$ cat config.mk
export PLATFORM = sky130hd
export DESIGN_NAME = ppmc_port_ctrl
export DESIGN_NICKNAME = d
export VERILOG_FILES = /design/src/ppmc_pkg.sv /design/src/ppmc_port_ctrl.sv
export VERILOG_INCLUDE_DIRS = /design/src
export SDC_FILE = /design/constraint.sdc
export NUM_CORES = 1
export LEC_CHECK = 0
export BUFFER_PORTS_ARGS = -buffer_cell sky130_fd_sc_hd__buf_4
export CORE_MARGIN = 5
export CORE_UTILIZATION = 45
export DETAILED_ROUTE_END_ITERATION = 8
export HOLD_SLACK_MARGIN = 0.15
export PLACE_DENSITY_LB_ADDON = 0.25
export SLEW_MARGIN = 20
export SYNTH_ARGS = -nofsm -noshare
export SYNTH_HDL_FRONTEND = slang
export SYNTH_SLANG_ARGS = --single-unit
export TNS_END_PERCENT = 50
$ cat constraint.sdc
create_clock -name core_clk_in -period 4 [get_ports core_clk_in]
set_clock_uncertainty 0.15 [all_clocks]
set_input_delay 0.4 -clock core_clk_in [delete_from_list [all_inputs] [get_ports core_clk_in]]
set_output_delay 0.4 -clock core_clk_in [all_outputs]
set_load 0.02 [all_outputs]
$ cat src/ppmc_params.svh
`ifndef PPMC_PARAMS_SVH
`define PPMC_PARAMS_SVH

// Register offsets on the plain register port.
`define PPMC_REG_P1_BASE   3'h0
`define PPMC_REG_P3_BASE   3'h3
`define PPMC_OFS_LATCH     3'h0
`define PPMC_OFS_MSH       3'h1
`define PPMC_OFS_MSL       3'h2
`define PPMC_REG_CMP       3'h6
`define PPMC_REG_STATUS    3'h7

// Field positions.
`define PPMC_CMP_EN_BIT    0
`define PPMC_STAT_FUSE_BIT 0
`define PPMC_STAT_PD_BIT   1

// Reset values.
`define PPMC_LATCH_RST     8'hFF
`define PPMC_MSH_RST       8'hFF
`define PPMC_MSL_RST       8'h00
`define PPMC_CMP_RST       1'h0

// Per-pin masks.
`define PPMC_P1_FUSE_QUASI 8'h10
`define PPMC_P1_ANALOG     8'h03
`define PPMC_P1_WAKE       8'h08
`define PPMC_P3_WAKE       8'h0C
`define PPMC_ALL_ONES      8'hFF
`define PPMC_ALL_ZEROS     8'h00

// Timing counts in CPU clock cycles.
`define PPMC_STRONG_CYCLES 2'h2
`define PPMC_BOOT_LOAD     2'h2
`define PPMC_BOOT_DONE     2'h3

`endif

$ cat src/ppmc_pkg.sv
package ppmc_pkg;

  // Mode code is {pin_mode_select_high, pin_mode_select_low}.
  typedef enum logic [1:0] {
    PPMC_QUASI     = 2'b00,
    PPMC_PUSH_PULL = 2'b01,
    PPMC_INPUT     = 2'b10,
    PPMC_OPEN      = 2'b11
  } ppmc_mode_t;

  typedef struct packed {
    logic [7:0] vweak_pu;
    logic [7:0] weak_pu;
    logic [7:0] strong_pu;
    logic [7:0] pull_dn;
    logic [7:0] in_en;
    logic [7:0] pin_out;
    logic [7:0] pin_oe;
  } ppmc_pin_ctrl_t;

endpackage

$ cat src/ppmc_port_ctrl.sv
// The register offsets and the strobed register port were left to the implementer.
`timescale 1ns/1ps
`include "ppmc_params.svh"

// What this block does
// - Mode bits 00 quasi, 01 push-pull, 10 input-only, 11 open-drain.
// - Every pin has its own pair of mode bits set by software.
// - Fuse enabled: all pins input-only after reset, port 1 bit 4 quasi.
// - Fuse disabled: pins quasi and weakly high after reset, except port 1 bits 0,1.
// - Port 1 bits 0 and 1 always reset to input-only.
// - Power-down disables inputs except port 1 bit 3, port 3 bits 2 and 3.
// - Quasi mode: very weak pull-up on whenever the latch holds one.
// - Quasi mode: weak pull-up on only while latch and sensed pin are one.
// - Quasi mode: latch rising from zero to one gives two cycles of strong pull-up.
// - Quasi mode: latch zero drives the pin low through the pull-down.
// - Input-only mode: all drivers, pull-ups and pull-down off.
// - Open-drain: pull-ups off, pull-down on only while latch is zero.
// - Push-pull: strong pull-up while latch one, pull-down while zero.
// - Comparator enable forces port 1 bits 0 and 1 input buffers off.
// - Plain reads return the sampled pin levels, zero for pins whose input buffer is off.
// - Read-modify-write reads return the whole port latch.
module ppmc_port_ctrl
(
  // Clock and reset
  input  wire logic                         core_clk_in,
  input  wire logic                         rstn_in,
  // Register port
  input  wire logic [2:0]                   reg_addr_in,
  input  wire logic [7:0]                   reg_wdata_in,
  input  wire logic                         reg_wr_in,
  input  wire logic                         reg_rd_in,
  input  wire logic                         reg_rmw_in,
  output logic      [7:0]                   reg_rdata_out,
  // System controls
  input  wire logic                         tristate_fuse_in,
  input  wire logic                         power_down_in,
  output logic                              comparator_enable_bit_out,
  // Pins: index 0 is port 1, index 1 is port 3
  input  wire logic [1:0][7:0]              pin_in,
  output ppmc_pkg::ppmc_pin_ctrl_t [1:0]    pin_ctrl_out
);

  localparam logic [2:0] PORT_BASE [2] = '{`PPMC_REG_P1_BASE, `PPMC_REG_P3_BASE};
  localparam logic [7:0] WAKE_MASK [2] = '{`PPMC_P1_WAKE, `PPMC_P3_WAKE};

  function automatic logic reg_hit(input logic [2:0] addr, input int p, input logic [2:0] ofs);
    reg_hit = (addr == 3'(PORT_BASE[p] + ofs));
  endfunction

  function automatic ppmc_pkg::ppmc_mode_t pin_mode(input logic hi, input logic lo);
    pin_mode = ppmc_pkg::ppmc_mode_t'({hi, lo});
  endfunction

  //////////////////////////////////////////////////////////////////////////////////////////

  logic [1:0][7:0] pin_s1_q;
  logic [1:0][7:0] pin_s2_q;
  logic            fuse_s1_q;
  logic            fuse_s2_q;

  // Pads are asynchronous, so every port passes its own two-stage synchroniser and only
  // the second stage is ever read by the control and read-back logic.
  genvar gs;
  generate
    for (gs = 0; gs < 2; gs++)
    begin : g_sync
      always_ff @(posedge core_clk_in or negedge rstn_in)
      begin
        if (!rstn_in)
        begin
          pin_s1_q[gs] <= 8'h00;
          pin_s2_q[gs] <= 8'h00;
        end
        else
        begin
          pin_s1_q[gs] <= pin_in[gs];
          pin_s2_q[gs] <= pin_s1_q[gs];
        end
      end
    end
  endgenerate

  // The fuse is a strap from outside the clock domain, so it is synchronised and only
  // read once the pair has settled after the reset release.
  always_ff @(posedge core_clk_in or negedge rstn_in)
  begin
    if (!rstn_in)
    begin
      fuse_s1_q <= 1'b0;
      fuse_s2_q <= 1'b0;
    end
    else
    begin
      fuse_s1_q <= tristate_fuse_in;
      fuse_s2_q <= fuse_s1_q;
    end
  end

  //////////////////////////////////////////////////////////////////////////////////////////

  logic [1:0]      boot_q;
  logic [1:0]      boot_d;
  logic            fuse_q;
  logic            fuse_d;
  logic [1:0][7:0] latch_q;
  logic [1:0][7:0] latch_d;
  logic [1:0][7:0] msh_q;
  logic [1:0][7:0] msh_d;
  logic [1:0][7:0] msl_q;
  logic [1:0][7:0] msl_d;
  logic            cmp_q;
  logic            cmp_d;

  always_comb
  begin
    boot_d  = (boot_q == `PPMC_BOOT_DONE) ? boot_q : 2'(boot_q + 2'h1);
    fuse_d  = fuse_q;
    latch_d = latch_q;
    msh_d   = msh_q;
    msl_d   = msl_q;
    cmp_d   = cmp_q;
    if (boot_q == `PPMC_BOOT_LOAD)
    begin
      fuse_d = fuse_s2_q;
      msl_d  = '0;
      if (fuse_s2_q)
      begin
        msh_d[0] = ~`PPMC_P1_FUSE_QUASI;
        msh_d[1] = `PPMC_ALL_ONES;
      end
      else
      begin
        msh_d[0] = `PPMC_P1_ANALOG;
        msh_d[1] = `PPMC_ALL_ZEROS;
      end
    end
    else if (reg_wr_in)
    begin
      for (int p = 0; p < 2; p++)
      begin
        if (reg_hit(reg_addr_in, p, `PPMC_OFS_LATCH))
          latch_d[p] = reg_wdata_in;
        if (reg_hit(reg_addr_in, p, `PPMC_OFS_MSH))
          msh_d[p] = reg_wdata_in;
        if (reg_hit(reg_addr_in, p, `PPMC_OFS_MSL))
          msl_d[p] = reg_wdata_in;
      end
      if (reg_addr_in == `PPMC_REG_CMP)
        cmp_d = reg_wdata_in[`PPMC_CMP_EN_BIT];
    end
  end

  // Until the fuse is loaded every pin sits in input-only mode, the safe choice.
  always_ff @(posedge core_clk_in or negedge rstn_in)
  begin
    if (!rstn_in)
    begin
      boot_q  <= 2'h0;
      fuse_q  <= 1'b0;
      latch_q <= {2{`PPMC_LATCH_RST}};
      msh_q   <= {2{`PPMC_MSH_RST}};
      msl_q   <= {2{`PPMC_MSL_RST}};
      cmp_q   <= `PPMC_CMP_RST;
    end
    else
    begin
      boot_q  <= boot_d;
      fuse_q  <= fuse_d;
      latch_q <= latch_d;
      msh_q   <= msh_d;
      msl_q   <= msl_d;
      cmp_q   <= cmp_d;
    end
  end

  //////////////////////////////////////////////////////////////////////////////////////////

  logic [1:0][7:0][1:0]             strong_cnt_q;
  logic [1:0][7:0][1:0]             strong_cnt_d;
  ppmc_pkg::ppmc_pin_ctrl_t [1:0]   ctrl_q;
  ppmc_pkg::ppmc_pin_ctrl_t [1:0]   ctrl_d;

  // Controls are computed from the next latch and mode values so the pins follow a
  // register write at the same edge that stores it.
  genvar gp;
  generate
    for (gp = 0; gp < 2; gp++)
    begin : g_port
      ppmc_pkg::ppmc_pin_ctrl_t ctrl_p;
      logic [7:0][1:0]          cnt_p;

      always_comb
      begin
        ppmc_pkg::ppmc_mode_t mode;
        logic                 quasi;
        mode   = ppmc_pkg::PPMC_INPUT;
        quasi  = 1'b0;
        cnt_p  = '0;
        ctrl_p = '0;
        for (int b = 0; b < 8; b++)
        begin
          mode  = pin_mode(msh_d[gp][b], msl_d[gp][b]);
          quasi = (mode == ppmc_pkg::PPMC_QUASI);
          if (quasi && latch_d[gp][b] && !latch_q[gp][b])
            cnt_p[b] = `PPMC_STRONG_CYCLES;
          else if (quasi && latch_d[gp][b] && strong_cnt_q[gp][b] != 2'h0)
            cnt_p[b] = 2'(strong_cnt_q[gp][b] - 2'h1);
          ctrl_p.vweak_pu[b]  = quasi && latch_d[gp][b];
          ctrl_p.weak_pu[b]   = quasi && latch_d[gp][b] && pin_s2_q[gp][b];
          ctrl_p.strong_pu[b] = (cnt_p[b] != 2'h0)
                              || (mode == ppmc_pkg::PPMC_PUSH_PULL && latch_d[gp][b]);
          // Input-only leaves everything off; open-drain never raises a pull-up.
          ctrl_p.pull_dn[b]   = (mode != ppmc_pkg::PPMC_INPUT) && !latch_d[gp][b];
          ctrl_p.in_en[b]     = !(power_down_in && !WAKE_MASK[gp][b]);
          ctrl_p.pin_oe[b]    = ctrl_p.strong_pu[b] || ctrl_p.pull_dn[b];
          ctrl_p.pin_out[b]   = ctrl_p.strong_pu[b];
        end
        // Only port 1 carries the comparator inputs, so the mask applies there alone.
        if (gp == 0 && cmp_d)
          ctrl_p.in_en = ctrl_p.in_en & ~`PPMC_P1_ANALOG;
      end

      assign strong_cnt_d[gp] = cnt_p;
      assign ctrl_d[gp]       = ctrl_p;
    end
  endgenerate

  always_ff @(posedge core_clk_in or negedge rstn_in)
  begin
    if (!rstn_in)
    begin
      strong_cnt_q <= '0;
      ctrl_q       <= '0;
    end
    else
    begin
      strong_cnt_q <= strong_cnt_d;
      ctrl_q       <= ctrl_d;
    end
  end

  //////////////////////////////////////////////////////////////////////////////////////////

  logic [7:0] rdata_q;
  logic [7:0] rdata_d;

  // A disabled input buffer reads as zero, as the real gate would.
  always_comb
  begin
    rdata_d = 8'h00;
    if (reg_rd_in)
    begin
      for (int p = 0; p < 2; p++)
      begin
        if (reg_hit(reg_addr_in, p, `PPMC_OFS_LATCH))
          rdata_d = reg_rmw_in ? latch_q[p]
                               : (pin_s2_q[p] & ctrl_q[p].in_en);
        if (reg_hit(reg_addr_in, p, `PPMC_OFS_MSH))
          rdata_d = msh_q[p];
        if (reg_hit(reg_addr_in, p, `PPMC_OFS_MSL))
          rdata_d = msl_q[p];
      end
      if (reg_addr_in == `PPMC_REG_CMP)
        rdata_d[`PPMC_CMP_EN_BIT] = cmp_q;
      if (reg_addr_in == `PPMC_REG_STATUS)
      begin
        rdata_d[`PPMC_STAT_FUSE_BIT] = fuse_q;
        rdata_d[`PPMC_STAT_PD_BIT]   = power_down_in;
      end
    end
  end

  always_ff @(posedge core_clk_in or negedge rstn_in)
  begin
    if (!rstn_in)
      rdata_q <= 8'h00;
    else
      rdata_q <= rdata_d;
  end

  assign reg_rdata_out             = rdata_q;
  assign comparator_enable_bit_out = cmp_q;
  assign pin_ctrl_out              = ctrl_q;

endmodule

==> reports/qor.yml <==
run_status:
  status: "completed"
worst_hold_path:
  hp-class: "reg2reg"
  min_from: "pin_s1_q[11]"
layout:
  diodes: 0
  fin_area_um2: 11200
  drive_above_1_share: 0.252
  final_nets: 1046
  final_cell_mix: "dfrtp_1, buf_4, nand2_1, nor2_1, inv_1"
  mostFrequentLayoutCell: "dfrtp_1"
  area_growth_pct: 24.7
place:
  io_buffers: 154
  dpl.hpwl_um: 14600
  place_congestion: 0.832
  post_dp_cell_area_um2: 10200
synthesis:
  synth_area_leaders: "dfrtp_1, dfstp_2, nand2_1"
  synth_cell_type_count: 63
  synth_top_area_frac: 0.492
  synth-edff-count: 0
  syn_area_um2: 9000
  syn_avg_cell_area_um2: 10.7
  synth_seq_cells: 209
  ys_warn_count: 0
  synth_area_leader_cell: "dfrtp_1"
  yosys_most_used_dff: "dfrtp_1"
  syn_nets: 892
  async_flop_share: 1.00
  ys_seq_area_frac: 0.586
  netlist_instances: 840
run:
  cap_violations: 0
cts:
  cts_max_path_buffers: 3
  clk_pin_slew_worst_paths_ns: 0.06
  cts_buffers: 23
  clock-sinks: 209
  cts_htree_levels: 1
  cts_tree: "yes"
  clk_latency_ns: 0.50
  clockRootBuffer: "clkbuf_16"
  post_cts_buffers: 0
grt:
  grt_overflow_total: 0
  antenna_found_initial: 0
  grt_max_degree: 89
  first_global_vias: 6321
  grt_usage: 0.187
  grt_pass1_wl_um: 33900
floorplan:
  row_count: 51
  coreArea_um2: 19600
  die_h_um: 151
  die_area_um2: 22900
  io-pin-count: 155
  die_x_um: 151
  initial_utilization: 0.459
sta:
  hold_viol: 0
  rsz0062_at_grt: "false"
  post-route-period-util: 0.747
  finalSetupViolCount: 0
  tns_ns: 0
  finalCriticalPeriod_ns: 2.99
  report.final.slew_viol_count: 0
  max_freq_mhz: 335
  worst_pin_slew_ns: 1.07
  relSlewSlack: 0.283
critical_path:
  crit_path_frequent_cell: "nor3b_1"
  r2r_end: "pin_ctrl_out[60]"
  required_ns: 4.22
  start_kind: "input port"
  end_kind: "flip-flop"
  cp_num_buf_inv: 2
  crit_chain: "dlygate4sd3_1 -> buf_4 -> or4b_1 -> or2_1 -> nor3b_1 -> o21ai_0 -> nor3b_1"
  cp-startpoint: "reg_addr_in[2]"
  reg2regPathDepth: 7
  crit_cells: 7
  crit_path_max_fanout: 20
  max_stage_delay_ns: 0.75
  crit_end: "pin_ctrl_out[43]"
  crit_path_top_delay_cell: "or4b_1"
  crit_family: "simple AND/OR/NAND/NOR gates"
  path_class: "in2reg"
  crit_arrival_ns: 3.20
  r2r_start: "boot_q[0]"
  reg2reg_slack_ns: 1.20
detailed_routing:
  drt_pass1_iterations: 5
  wirelength_um: 21500
  drc: 0
  viasPerCell: 5.19
  drt_iter0_drc: 520
  vias: 6612
  routedWlPerCell_um: 16.9
  antenna_left: 0
power_and_ir_drop:
  power_density_nw_per_um2: 536
  ir_drop_uv: 254
  finalPower_mw: 6.01
  leakagePower_nw: 5.44
-- per-layer routing --
layer	share of wire	global-route usage
met1	0.45	0.273
met3	0.069	0.0320
met2	0.46	0.295
met5	0	0
met4	0.016	0.0431
-- power by group --
group          switching, mW  leakage (nW)  internal (mW)  total (mW)
Clock                  0.804         0.351           1.23        2.04
Combinational          0.797          2.49          0.554        1.35
Sequential             0.170          2.60           2.45        2.62
Total                   1.77          5.44           4.24        6.01
-- registers in the layout (all words and copies together), names as in the netlist, 2 cells and up --
name,count
reg_rdata_out,8
pin_ctrl_out,83
boot_q,2
pin_s2_q,16
msl_q,16
msh_q,16
latch_q,16
pin_s1_q,16
strong_cnt_q,32
-- through the flow --
| stage | utilization | hold slack [ns] | worst slack, ns | instances |
|---|---|---|---|---|
| 2_1_floorplan | - | -0.0456 | 1.68 | 840 |
| 3_3_place_gp | 0.521 | 0.183 | 1.16 | 1205 |
| 3_5_place_dp | 0.521 | 0.185 | 1.08 | 1205 |
| 4_1_cts | 0.573 | 0.193 | 1.06 | 1275 |
| 5_1_grt | 0.573 | 0.198 | 0.958 | 1275 |
| 6_report | 0.573 | 0.193 | 1.01 | 1275 |
-- synthesized netlist by cell type (all sizes together), types with 3 or more instances --
master,number
buf,34
nand2,92
mux4,3
nor2,73
a221oi,6
o21ai,43
o22ai,12
ha,18
nor4b,4
a21bo,8
o31a,7
dfrtp,177
nor3,13
inv,71
or2,12
clkbuf,27
and2,7
a21oi,46
mux2i,14
dfstp,32
nand2b,8
a22oi,5
and3,5
and3b,8
o21a,5
a2111oi,6
nand3,8
nand4bb,3
mux2,5
a21o,22
nor3b,12
and4,8
a211oi,11
a31oi,13
-- worst min-delay path by stage --
stage,endpoint,slack [ns],depth (start not counted)
after floorplan,boot_q[0],-0.05,0
after global placement,pin_s2_q[15],0.18,0
after detailed placement,pin_s2_q[4],0.18,0
after CTS,pin_s2_q[8],0.19,0
after global routing,pin_s2_q[8],0.20,0
final,pin_s2_q[11],0.19,0
-- repair_timing --
action | CTS | global route
resized for setup | 0 | 0
setup endpoints to repair | 0 | 0
hold endpoints to repair | 120 | 0
hold buffers | 29 | 0
-- logic make-up after synthesis --
kind of cell | synth area share
adders and majority gates | 0.0250
and+or+nand+nor | 0.150
AOI/OAI and AO/OA | 0.139
other | 0.000417
xor gates and xnor gates | 0.000974
buffers and inverters | 0.0686
muxes | 0.0298
DFF | 0.586
-- final cells by class --
cell class,instances,area [um^2]
clock inverter,5,78.8
sequential,209,5270
tap,265,332
inverter,71,267
timing repair buffer,190,1520
clock buffer,36,644
multi-input combinational,499,3110
fill,1649,8370
No activity file was read; power rests on OpenSTA's default activity.
